==> src/verilog/pkh_pkg.sv <==
/*
 * Constants of the packet handler settings block.
 * Assumes the crystal reference is the only clock.
 */
package pkh_pkg;

    // ******
    // register addresses
    // ******
    localparam logic [4:0] ADDR_SYNC_SETTINGS      = 5'h12;
    localparam logic [4:0] ADDR_SYNC_BYTE_MSB      = 5'h16;
    localparam logic [4:0] ADDR_SYNC_BYTE_SECOND   = 5'h17;
    localparam logic [4:0] ADDR_SYNC_BYTE_THIRD    = 5'h18;
    localparam logic [4:0] ADDR_SYNC_BYTE_LSB      = 5'h19;
    localparam logic [4:0] ADDR_TX_FILTER_POWER    = 5'h1A;
    localparam logic [4:0] ADDR_CLOCK_OUTPUT_CTRL  = 5'h1B;
    localparam logic [4:0] ADDR_CODING_PAYLOAD_LEN = 5'h1C;
    localparam logic [4:0] ADDR_LOCAL_NODE_ADDRESS = 5'h1D;
    localparam logic [4:0] ADDR_PACKET_FORMAT_CFG  = 5'h1E;
    localparam logic [4:0] ADDR_FIFO_CRC_CONTROL   = 5'h1F;

    // ******
    // reset values
    // ******
    localparam logic [7:0] RST_SYNC_SETTINGS   = 8'h18;
    localparam logic [7:0] RST_SYNC_BYTE       = 8'h00;
    localparam logic [7:0] RST_TX_FILTER_POWER = 8'h72;
    localparam logic [7:0] RST_CLOCK_OUTPUT    = 8'hBC;
    localparam logic [7:0] RST_CODING_LEN      = 8'h00;
    localparam logic [7:0] RST_NODE_ADDRESS    = 8'h00;
    localparam logic [7:0] RST_PACKET_FORMAT   = 8'h48;
    localparam logic [7:0] RST_FIFO_CRC        = 8'h00;

    // ******
    // field positions
    // ******
    localparam int SYNC_ON_BIT      = 5;
    localparam int SYNC_SIZE_HI     = 4;
    localparam int SYNC_SIZE_LO     = 3;
    localparam int SYNC_TOL_HI      = 2;
    localparam int SYNC_TOL_LO      = 1;
    localparam int CUTOFF_HI        = 7;
    localparam int CUTOFF_LO        = 4;
    localparam int POWER_HI         = 3;
    localparam int POWER_LO         = 1;
    localparam int CLKOUT_ON_BIT    = 7;
    localparam int CLKOUT_DIV_HI    = 6;
    localparam int CLKOUT_DIV_LO    = 2;
    localparam int MANCHESTER_BIT   = 7;
    localparam int PAYLOAD_LEN_HI   = 6;
    localparam int PAYLOAD_LEN_LO   = 0;
    localparam int PKT_FORMAT_BIT   = 7;
    localparam int PREAMBLE_HI      = 6;
    localparam int PREAMBLE_LO      = 5;
    localparam int WHITENING_BIT    = 4;
    localparam int CRC_ON_BIT       = 3;
    localparam int ADDR_FILT_HI     = 2;
    localparam int ADDR_FILT_LO     = 1;
    localparam int CRC_STATUS_BIT   = 0;
    localparam int AUTOCLR_OFF_BIT  = 7;
    localparam int STBY_READ_BIT    = 6;

    // ******
    // address filter modes and special addresses
    // ******
    localparam logic [1:0] FILT_OFF       = 2'h0;
    localparam logic [1:0] FILT_NODE      = 2'h1;
    localparam logic [1:0] FILT_NODE_ZERO = 2'h2;
    localparam logic [7:0] BCAST_ZERO     = 8'h00;
    localparam logic [7:0] BCAST_ONES     = 8'hFF;

    // ******
    // serial configuration frame: 8 header bits then 8 data bits
    // ******
    localparam logic [4:0] FRAME_HDR_LAST  = 5'h07;
    localparam logic [4:0] FRAME_DATA_LAST = 5'h0F;
    localparam int         HDR_RW_BIT      = 6;
    localparam int         HDR_ADDR_HI     = 5;
    localparam int         HDR_ADDR_LO     = 1;

endpackage

==> src/verilog/pkh_sync_match.sv <==
/*
 * Sync word matcher over the last 8 to 32 received bits.
 * Assumes bits arrive as one-cycle strobes on ref_clk.
 */
`timescale 1ns/100ps

module pkh_sync_match (
    // clock and reset
    input  wire logic        ref_clk,
    input  wire logic        reset,
    // configuration
    input  wire logic        enable,
    input  wire logic [1:0]  size_code,
    input  wire logic [1:0]  tolerance,
    input  wire logic [31:0] pattern,
    // bit stream
    input  wire logic        bit_valid,
    input  wire logic        bit_in,
    // result
    output logic             found
);
    import pkh_pkg::*;

    typedef struct packed {
        logic [31:0] shreg;
        logic [5:0]  fill;
        logic        found;
    } pkh_match_s;

    pkh_match_s state;
    pkh_match_s next_state;

    always_comb begin
        logic [31:0] shifted;
        logic [31:0] expected;
        logic [31:0] mask;
        logic [5:0]  need;
        logic [5:0]  errors;
        shifted  = {state.shreg[30:0], bit_in};
        expected = 32'h0;
        mask     = 32'h0;
        need     = 6'h0;
        errors   = 6'h0;
        next_state = state;
        next_state.found = 1'b0;
        // the pattern is MSB first, so a short word uses its top bytes
        unique case (size_code)
            2'b00: begin
                expected = {24'h0, pattern[31:24]};
                mask     = 32'h0000_00FF;
                need     = 6'h08;
            end
            2'b01: begin
                expected = {16'h0, pattern[31:16]};
                mask     = 32'h0000_FFFF;
                need     = 6'h10;
            end
            2'b10: begin
                expected = {8'h0, pattern[31:8]};
                mask     = 32'h00FF_FFFF;
                need     = 6'h18;
            end
            2'b11: begin
                expected = pattern;
                mask     = 32'hFFFF_FFFF;
                need     = 6'h20;
            end
        endcase
        for (int i = 0; i < 32; i++) begin
            errors = errors + {5'h0, (shifted[i] ^ expected[i]) & mask[i]};
        end
        if (!enable) begin
            next_state.fill = 6'h0;
        end else if (bit_valid) begin
            next_state.shreg = shifted;
            if (state.fill != 6'h3F) begin
                next_state.fill = state.fill + 6'h1;
            end
            if (state.fill >= need - 6'h1 && errors <= {4'h0, tolerance}) begin
                next_state.found = 1'b1;
            end
        end
    end

    always_ff @(posedge ref_clk) begin
        if (reset) begin
            state <= '0;
        end else begin
            state <= next_state;
        end
    end

    assign found = state.found;

endmodule // pkh_sync_match

==> src/verilog/pkh_config.sv <==
/*
 * Packet handler settings and status registers on the serial port,
 * with the clock output divider, address and length checks, CRC
 * status and FIFO auto-clear.
 * Assumes serial clock phases of eight or more ref_clk cycles,
 * datapath strobes on ref_clk, and ref_clk being the crystal.
 */
// Overview of operation
// - sync word is four bytes at 22..25, MSB first, used by size
// - sync size field: 00=8, 01=16, 10=24, 11=32 bits, default 32
// - accept sync with up to 0..3 bit errors, default zero
// - sync recognition only when enable bit set, off after reset
// - 4-bit tx smoothing cutoff in bits 7:4 of 26, default 0111
// - 3-bit tx power step in bits 3:1 of 26, default 001
// - clock output driven only while bit 7 of 27 set, default on
// - divider 00000 gives crystal, else crystal over twice field
// - Manchester coding on when bit 7 of 28 set, default off
// - fixed format: length field is payload length for tx and rx
// - variable format: length field is max rx length, unused in tx
// - 8-bit node address at 29, reset zero, used for rx filtering
// - bit 7 of 30 clear selects fixed, set selects variable length
// - preamble length from bits 6:5 of 30, one to four bytes
// - address filter modes off, node, plus 0x00, plus 0x00 and 0xFF
// - read-only bit 0 of 30 shows CRC result, 1 means pass
// - FIFO cleared on CRC failure unless bit 7 of 31 is set
// - standby FIFO access write when bit 6 of 31 clear, else read
`timescale 1ns/100ps

module pkh_config (
    // clock and reset
    input  wire logic       ref_clk,
    input  wire logic       reset,
    // serial configuration port
    input  wire logic       config_sel_n,
    input  wire logic       config_sck,
    input  wire logic       config_mosi,
    output logic            config_miso,
    output logic            config_miso_oe,
    // clock output pin
    output logic            clkout,
    // sync word recognition
    input  wire logic       rx_bit_valid,
    input  wire logic       rx_bit,
    output logic            sync_found,
    // received packet checks
    input  wire logic       rx_addr_valid,
    input  wire logic [7:0] rx_addr_byte,
    output logic            addr_accept,
    output logic            addr_reject,
    input  wire logic       rx_len_valid,
    input  wire logic [7:0] rx_len_byte,
    output logic            len_accept,
    output logic            len_reject,
    // CRC result and FIFO control
    input  wire logic       crc_done,
    input  wire logic       crc_pass,
    output logic            fifo_clear,
    output logic            fifo_read_in_standby,
    // decoded settings for the datapath
    output logic            manchester_on,
    output logic            whitening_on,
    output logic            crc_on,
    output logic            variable_length,
    output logic [6:0]      rx_max_length,
    output logic            tx_length_valid,
    output logic [6:0]      tx_payload_length,
    output logic [2:0]      preamble_bytes,
    output logic [3:0]      tx_smoothing_cutoff,
    output logic [2:0]      tx_power_step
);
    import pkh_pkg::*;

    typedef struct packed {
        logic [2:0]  sel_sync;
        logic [2:0]  sck_sync;
        logic [2:0]  mosi_sync;
        logic        sel_stable;
        logic        sck_stable;
        logic [4:0]  bit_cnt;
        logic [7:0]  header;
        logic [7:0]  data;
        logic [7:0]  read_buf;
        logic        miso;
        logic [7:0]  sync_settings;
        logic [31:0] sync_word;
        logic [7:0]  transmit_settings;
        logic [7:0]  oscillator_settings;
        logic [7:0]  coding_len;
        logic [7:0]  node_address;
        logic [7:0]  format_cfg;
        logic [7:0]  fifo_cfg;
        logic [4:0]  div_cnt;
        logic        div_toggle;
        logic        addr_ok;
        logic        addr_bad;
        logic        len_ok;
        logic        len_bad;
        logic        fifo_clr;
    } pkh_config_s;

    pkh_config_s state;
    pkh_config_s next_state;

    // ******
    // register read mux
    // ******
    function automatic logic [7:0] pkh_read(input pkh_config_s s, input logic [4:0] a);
        logic [7:0] v;
        v = 8'h00;
        unique case (a)
            ADDR_SYNC_SETTINGS:      v = s.sync_settings;
            ADDR_SYNC_BYTE_MSB:      v = s.sync_word[31:24];
            ADDR_SYNC_BYTE_SECOND:   v = s.sync_word[23:16];
            ADDR_SYNC_BYTE_THIRD:    v = s.sync_word[15:8];
            ADDR_SYNC_BYTE_LSB:      v = s.sync_word[7:0];
            ADDR_TX_FILTER_POWER:    v = s.transmit_settings;
            ADDR_CLOCK_OUTPUT_CTRL:  v = s.oscillator_settings;
            ADDR_CODING_PAYLOAD_LEN: v = s.coding_len;
            ADDR_LOCAL_NODE_ADDRESS: v = s.node_address;
            ADDR_PACKET_FORMAT_CFG:  v = s.format_cfg;
            ADDR_FIFO_CRC_CONTROL:   v = s.fifo_cfg;
            default:                 v = 8'h00;
        endcase
        return v;
    endfunction

    // ******
    // address filter decision
    // ******
    function automatic logic pkh_addr_pass(input logic [1:0] mode, input logic [7:0] node,
                                           input logic [7:0] rx);
        logic ok;
        ok = 1'b0;
        unique case (mode)
            FILT_OFF:       ok = 1'b1;
            FILT_NODE:      ok = (rx == node);
            FILT_NODE_ZERO: ok = (rx == node) || (rx == BCAST_ZERO);
            default:        ok = (rx == node) || (rx == BCAST_ZERO) || (rx == BCAST_ONES);
        endcase
        return ok;
    endfunction

    logic sck_rise;
    logic sck_fall;
    logic selected;
    logic sel_change;
    logic [4:0] wr_addr;
    logic [7:0] wr_data;
    logic [4:0] clk_div;

    always_comb begin
        // select and clock inputs count once the second and third stages agree
        sck_rise   = (state.sck_sync[1] == state.sck_sync[2]) && state.sck_sync[2] && !state.sck_stable;
        sck_fall   = (state.sck_sync[1] == state.sck_sync[2]) && !state.sck_sync[2] && state.sck_stable;
        sel_change = (state.sel_sync[1] == state.sel_sync[2]);
        selected   = !state.sel_stable;
        wr_addr    = state.header[HDR_ADDR_HI:HDR_ADDR_LO];
        wr_data    = {state.data[6:0], state.mosi_sync[2]};
        clk_div    = state.oscillator_settings[CLKOUT_DIV_HI:CLKOUT_DIV_LO];

        next_state = state;
        next_state.sel_sync  = {state.sel_sync[1:0], config_sel_n};
        next_state.sck_sync  = {state.sck_sync[1:0], config_sck};
        next_state.mosi_sync = {state.mosi_sync[1:0], config_mosi};
        if (sel_change) begin
            next_state.sel_stable = state.sel_sync[2];
        end
        if (sck_rise || sck_fall) begin
            next_state.sck_stable = state.sck_sync[2];
        end

        // ******
        // serial frame: header byte, then one data byte
        // ******
        if (!selected) begin
            next_state.bit_cnt = 5'h00;
        end else if (sck_rise) begin
            if (state.bit_cnt <= FRAME_HDR_LAST) begin
                next_state.header = {state.header[6:0], state.mosi_sync[2]};
            end else begin
                next_state.data = wr_data;
            end
            if (state.bit_cnt == FRAME_HDR_LAST) begin
                next_state.read_buf = pkh_read(state, state.header[HDR_ADDR_HI - 1:HDR_ADDR_LO - 1]);
            end
            if (state.bit_cnt != FRAME_DATA_LAST + 5'h01) begin
                next_state.bit_cnt = state.bit_cnt + 5'h01;
            end
            // a write takes effect on the last data bit; unmapped ones are dropped
            if (state.bit_cnt == FRAME_DATA_LAST && !state.header[HDR_RW_BIT]) begin
                unique case (wr_addr)
                    ADDR_SYNC_SETTINGS:      next_state.sync_settings       = wr_data;
                    ADDR_SYNC_BYTE_MSB:      next_state.sync_word[31:24]    = wr_data;
                    ADDR_SYNC_BYTE_SECOND:   next_state.sync_word[23:16]    = wr_data;
                    ADDR_SYNC_BYTE_THIRD:    next_state.sync_word[15:8]     = wr_data;
                    ADDR_SYNC_BYTE_LSB:      next_state.sync_word[7:0]      = wr_data;
                    ADDR_TX_FILTER_POWER:    next_state.transmit_settings   = wr_data;
                    ADDR_CLOCK_OUTPUT_CTRL:  next_state.oscillator_settings = wr_data;
                    ADDR_CODING_PAYLOAD_LEN: next_state.coding_len          = wr_data;
                    ADDR_LOCAL_NODE_ADDRESS: next_state.node_address        = wr_data;
                    // status bit is kept: host writes to it have no effect
                    ADDR_PACKET_FORMAT_CFG:  next_state.format_cfg =
                                                 {wr_data[7:1], state.format_cfg[CRC_STATUS_BIT]};
                    ADDR_FIFO_CRC_CONTROL:   next_state.fifo_cfg            = wr_data;
                    default:                 ;
                endcase
            end
        end
        if (!selected) begin
            next_state.miso = 1'b0;
        end else if (sck_fall && state.bit_cnt > FRAME_HDR_LAST && state.bit_cnt <= FRAME_DATA_LAST) begin
            next_state.miso = state.read_buf[FRAME_DATA_LAST[2:0] - state.bit_cnt[2:0]];
        end

        // ******
        // clock output divider: toggle every field-value cycles
        // ******
        if (clk_div == 5'h00 || state.div_cnt >= clk_div - 5'h01) begin
            next_state.div_cnt    = 5'h00;
            next_state.div_toggle = !state.div_toggle;
        end else begin
            next_state.div_cnt = state.div_cnt + 5'h01;
        end

        // ******
        // received packet checks
        // ******
        next_state.addr_ok  = 1'b0;
        next_state.addr_bad = 1'b0;
        if (rx_addr_valid) begin
            next_state.addr_ok  = pkh_addr_pass(state.format_cfg[ADDR_FILT_HI:ADDR_FILT_LO],
                                                state.node_address, rx_addr_byte);
            next_state.addr_bad = !next_state.addr_ok;
        end
        next_state.len_ok  = 1'b0;
        next_state.len_bad = 1'b0;
        if (rx_len_valid) begin
            // fixed format needs the exact length, variable format a ceiling
            if (state.format_cfg[PKT_FORMAT_BIT]) begin
                next_state.len_ok = rx_len_byte <= {1'b0, state.coding_len[PAYLOAD_LEN_HI:PAYLOAD_LEN_LO]};
            end else begin
                next_state.len_ok = rx_len_byte == {1'b0, state.coding_len[PAYLOAD_LEN_HI:PAYLOAD_LEN_LO]};
            end
            next_state.len_bad = !next_state.len_ok;
        end

        // status update follows the host write so a fresh result is not lost
        next_state.fifo_clr = 1'b0;
        if (crc_done && state.format_cfg[CRC_ON_BIT]) begin
            next_state.format_cfg[CRC_STATUS_BIT] = crc_pass;
            next_state.fifo_clr = !crc_pass && !state.fifo_cfg[AUTOCLR_OFF_BIT];
        end
    end

    always_ff @(posedge ref_clk) begin
        if (reset) begin
            state                     <= '0;
            state.sel_sync            <= 3'h7;
            state.sel_stable          <= 1'b1;
            state.sync_settings       <= RST_SYNC_SETTINGS;
            state.sync_word           <= {4{RST_SYNC_BYTE}};
            state.transmit_settings   <= RST_TX_FILTER_POWER;
            state.oscillator_settings <= RST_CLOCK_OUTPUT;
            state.coding_len          <= RST_CODING_LEN;
            state.node_address        <= RST_NODE_ADDRESS;
            state.format_cfg          <= RST_PACKET_FORMAT;
            state.fifo_cfg            <= RST_FIFO_CRC;
        end else begin
            state <= next_state;
        end
    end

    // ******
    // sync word recognition
    // ******
    pkh_sync_match u_sync_match (
        .ref_clk   (ref_clk),
        .reset     (reset),
        .enable    (state.sync_settings[SYNC_ON_BIT]),
        .size_code (state.sync_settings[SYNC_SIZE_HI:SYNC_SIZE_LO]),
        .tolerance (state.sync_settings[SYNC_TOL_HI:SYNC_TOL_LO]),
        .pattern   (state.sync_word),
        .bit_valid (rx_bit_valid),
        .bit_in    (rx_bit),
        .found     (sync_found)
    );

    // ******
    // outputs
    // ******
    assign config_miso    = state.miso;
    assign config_miso_oe = !state.sel_stable && state.header[HDR_RW_BIT] && state.bit_cnt > FRAME_HDR_LAST;
    // undivided setting passes the crystal straight through
    assign clkout = state.oscillator_settings[CLKOUT_ON_BIT] &&
                    ((clk_div == 5'h00) ? ref_clk : state.div_toggle);
    assign addr_accept          = state.addr_ok;
    assign addr_reject          = state.addr_bad;
    assign len_accept           = state.len_ok;
    assign len_reject           = state.len_bad;
    assign fifo_clear           = state.fifo_clr;
    assign fifo_read_in_standby = state.fifo_cfg[STBY_READ_BIT];
    assign manchester_on        = state.coding_len[MANCHESTER_BIT];
    assign whitening_on         = state.format_cfg[WHITENING_BIT];
    assign crc_on               = state.format_cfg[CRC_ON_BIT];
    assign variable_length      = state.format_cfg[PKT_FORMAT_BIT];
    assign rx_max_length        = state.coding_len[PAYLOAD_LEN_HI:PAYLOAD_LEN_LO];
    assign tx_length_valid      = !state.format_cfg[PKT_FORMAT_BIT];
    assign tx_payload_length    = state.coding_len[PAYLOAD_LEN_HI:PAYLOAD_LEN_LO];
    assign preamble_bytes       = {1'b0, state.format_cfg[PREAMBLE_HI:PREAMBLE_LO]} + 3'h1;
    assign tx_smoothing_cutoff  = state.transmit_settings[CUTOFF_HI:CUTOFF_LO];
    assign tx_power_step        = state.transmit_settings[POWER_HI:POWER_LO];

endmodule // pkh_config

==> config.mk <==
export PLATFORM = sky130hd
export DESIGN_NAME = pkh_config
export DESIGN_NICKNAME = d
export VERILOG_FILES = /design/src/verilog/pkh_pkg.sv /design/src/verilog/pkh_sync_match.sv /design/src/verilog/pkh_config.sv
export SDC_FILE = /design/constraint.sdc
export NUM_CORES = 1
export LEC_CHECK = 0
export ABC_AREA = 1
export BUFFER_PORTS_ARGS = -buffer_cell sky130_fd_sc_hd__buf_2
export CORE_ASPECT_RATIO = 1.1
export CORE_MARGIN = 2
export CORE_UTILIZATION = 54
export DETAILED_ROUTE_END_ITERATION = 16
export GPL_TIMING_DRIVEN = 0
export PLACE_DENSITY = 0.69
export SYNTH_ARGS = -nofsm -noshare
export SYNTH_HDL_FRONTEND = slang
export SYNTH_SLANG_ARGS = --single-unit
==> constraint.sdc <==
create_clock -name ref_clk -period 7.78 [get_ports ref_clk]
set_input_delay 0.778 -clock ref_clk [delete_from_list [all_inputs] [get_ports ref_clk]]
set_output_delay 0.778 -clock ref_clk [all_outputs]
set_load 0.02 [all_outputs]
==> impl_metrics.toml <==
[outcome]
outcome = "complete, no violations"

[finish]
nNetsFinal = 1444
area_growth_pct = 14.2
mostFrequentLayoutCells = "nor2_1, dfxtp_1, nand2_1"
diodes = 0
drive_gt1_share_pct = 12.2
mostFrequentLayoutCell = "nor2_1"
fin_area_sq_um = 10900

[global_routing]
grt_max_degree = 17
grt.met2_usage_pct = 51.6
use_met3_pct = 6.70
grt_antenna_before_repair = 0
use_met1_pct = 40.2
overflow = 0
grt_pass1_vias = 8222
grt_pass1_wl_microns = 44400
grt-busiest-layer = "met2"
track_usage_pct = 31.7

[yosys]
ys_seq_area_share_pct = 37.0
synthFlopType = "dfxtp_1"
yosys_warnings = 0
synth_cell_type_count = 41
syn-num-nets = 1358
netlist_instances = 1276
synth-edff-count = 0
ys_seq_elements = 176
syn_area_per_cell_sq_um = 7.47
async_flop_share_pct = 0
netlist_area_sq_um = 9530

[die]
initial_core_util_pct = 55.6
die_h_microns = 143
ioPinCount = 66
coreArea_sq_um = 17100
num_rows = 50
dieArea_sq_um = 18700
dieWidth_microns = 131

[drt]
drcViolationCount = 0
dr.pass1.iters = 5
wirelength_microns = 28600
via_count = 9015
dr.first_iter.drc_count = 818
viasPerCell = 5.60
detail-route-antenna-nets = 0
wl_per_cell_microns = 17.8

[critical_path]
r2r_end = "u_sync_match.found"
crit_fanout = 9
critPathLaunchType = "flop"
critPathCapture = "u_sync_match.found"
critPathArrivalTime_ps = 7840
reg2reg_depth = 23
critPathKind = "reg -> reg"
crit_start = "state[95]"
critPathCaptureType = "flop"
cp.required_ps = 8240
r2r_setup_slack_ps = 400
r2r_start = "state[95]"

[timing]
rsz0062_at_grt = "no"
fin_crit_ps = 7380
fin_skew_ps = 12.5
slew_violations = 0
finalHoldViolations = 0
max_freq_ghz = 0.136
relSlewSlack_pct = 45.3
tns_ps = 0
setup_viol = 0
worst_slew_pin_slew_ps = 820
period_share_pct = 94.8

[hold_path]
hold_path_class = "reg -> reg"

[run]
drv_cap = 0

[placed_design]
place_area_sq_um = 10100
dpl.hpwl_microns = 21700
gp_congestion = 1.01
port_buffers = 64

[power_and_ir_drop]
p_per_area_nw_per_um2 = 186
p_leak_uw = 0.00472
vdd_drop_max_uv = 179

[clock_network]
cts_tree = "done"
insertion_delay_ps = 550
cts_resized = 0
clkSlewWorstSetupHoldPaths_ps = 70
post_cts_buffers = 0
cts_hold_buf = 0
routing by layer:
layer  up-vias  wire length (microns)  part of all wire [%]
li1       4434                      -                     -
met1      4144                  12000                    42
met2       363                  13500                    47
met3        74                   2000                   7.0
met4         0                   1210                   4.2
met5         -                      0                     0
worst max-delay path, stage by stage, from the launching register on:
cell       delay, ps
dfxtp_1          350
clkinv_1         250
nand2_1          340
clkinv_1         360
nand2_1          140
o2111ai_1        210
xor2_1           210
ha_1             320
fa_1             540
inv_1             50
fa_1             520
inv_1             60
fa_1             510
fa_1             520
fa_1             540
fa_1             520
fa_1             550
fa_1             460
ha_1             300
inv_1             60
nor2_1            30
o21ai_0          160
nand2_1           70
nor4_1           210
cells in the mapped netlist, types with 3 or more instances:
| master | number | share of area [%] |
|---|---|---|
| a211oi_1 | 58 | 4.6 |
| a21oi_1 | 93 | 4.9 |
| buf_1 | 3 | 0.12 |
| buf_2 | 15 | 0.79 |
| buf_4 | 25 | 2.0 |
| clkbuf_1 | 28 | 1.1 |
| clkinv_1 | 3 | 0.12 |
| dfxtp_1 | 176 | 37 |
| fa_1 | 24 | 5.0 |
| ha_1 | 31 | 4.1 |
| inv_1 | 148 | 5.8 |
| inv_2 | 3 | 0.12 |
| nand2_1 | 170 | 6.7 |
| nand3_1 | 78 | 4.1 |
| nand4_1 | 23 | 1.5 |
| nor2_1 | 184 | 7.3 |
| nor2_2 | 4 | 0.26 |
| nor2_4 | 3 | 0.35 |
| nor3_1 | 8 | 0.42 |
| nor3_4 | 3 | 0.51 |
| nor4_1 | 4 | 0.26 |
| o2111ai_1 | 4 | 0.37 |
| o211ai_1 | 14 | 1.1 |
| o21ai_0 | 107 | 5.6 |
| o221ai_1 | 5 | 0.46 |
| o22ai_1 | 20 | 1.3 |
| or2_2 | 5 | 0.33 |
| xnor2_1 | 8 | 0.74 |
| xor2_1 | 12 | 1.1 |
how the worst min path moves through the flow:
stage | from | to | slack, ps | cells past startpoint
final | next_state[132] | next_state[133] | 400 | 2
after floorplan | next_state[132] | next_state[133] | 390 | 2
after CTS | config_sel_n | next_state[138] | 400 | 2
after global placement | next_state[133] | state[133] | 390 | 2
after detailed placement | next_state[132] | next_state[133] | 390 | 2
after global routing | config_sel_n | next_state[138] | 400 | 2
report_power, final:
group	switching (uW)	total, uW	internal [uW]
combinational	37.1	55.6	18.5
sequential	2.87	908	905
clock	403	1060	652
total	443	2020	1580
through the flow:
stage	utilization, %	hold slack [ps]	total power [uW]	std cells	setup WS, ps
after floorplan	-	388	960	1276	1360
after global placement	59.1	388	982	1574	462
after detailed placement	59.1	392	984	1574	446
after CTS	63.5	397	2020	1609	420
after global routing	63.5	401	2060	1609	66.5
final	63.5	395	2020	1609	404
layout make-up:
class	instances	area, sq um
Buffer	73	402
Timing Repair Buffer	63	315
Fill cell	1605	6260
Sequential cell	176	3520
Clock inverter	13	221
Multi-Input combinational cell	873	5020
Clock buffer	23	523
Tap cell	234	293
Inverter	154	578
flip-flops by register name (all words and copies together), names as in the netlist, 3 cells and up:
register / cells
rx_max_length: 7
clk_div: 5
tx_power_step: 3
state: 102
next_state: 6
tx_smoothing_cutoff: 4
u_sync_match.state: 37
cells by family (layout without fill, tap and decap cells):
kind of cell	after synthesis	count (layout)	synth area share, %
compound gates	303	303	18.5
simple gates	495	495	23.3
xor+xnor	20	20	1.84
fa+ha+maj	55	55	9.12
buf+inv	227	326	10.3
flops	176	176	37.0
(Power assumes the default switching activity.)
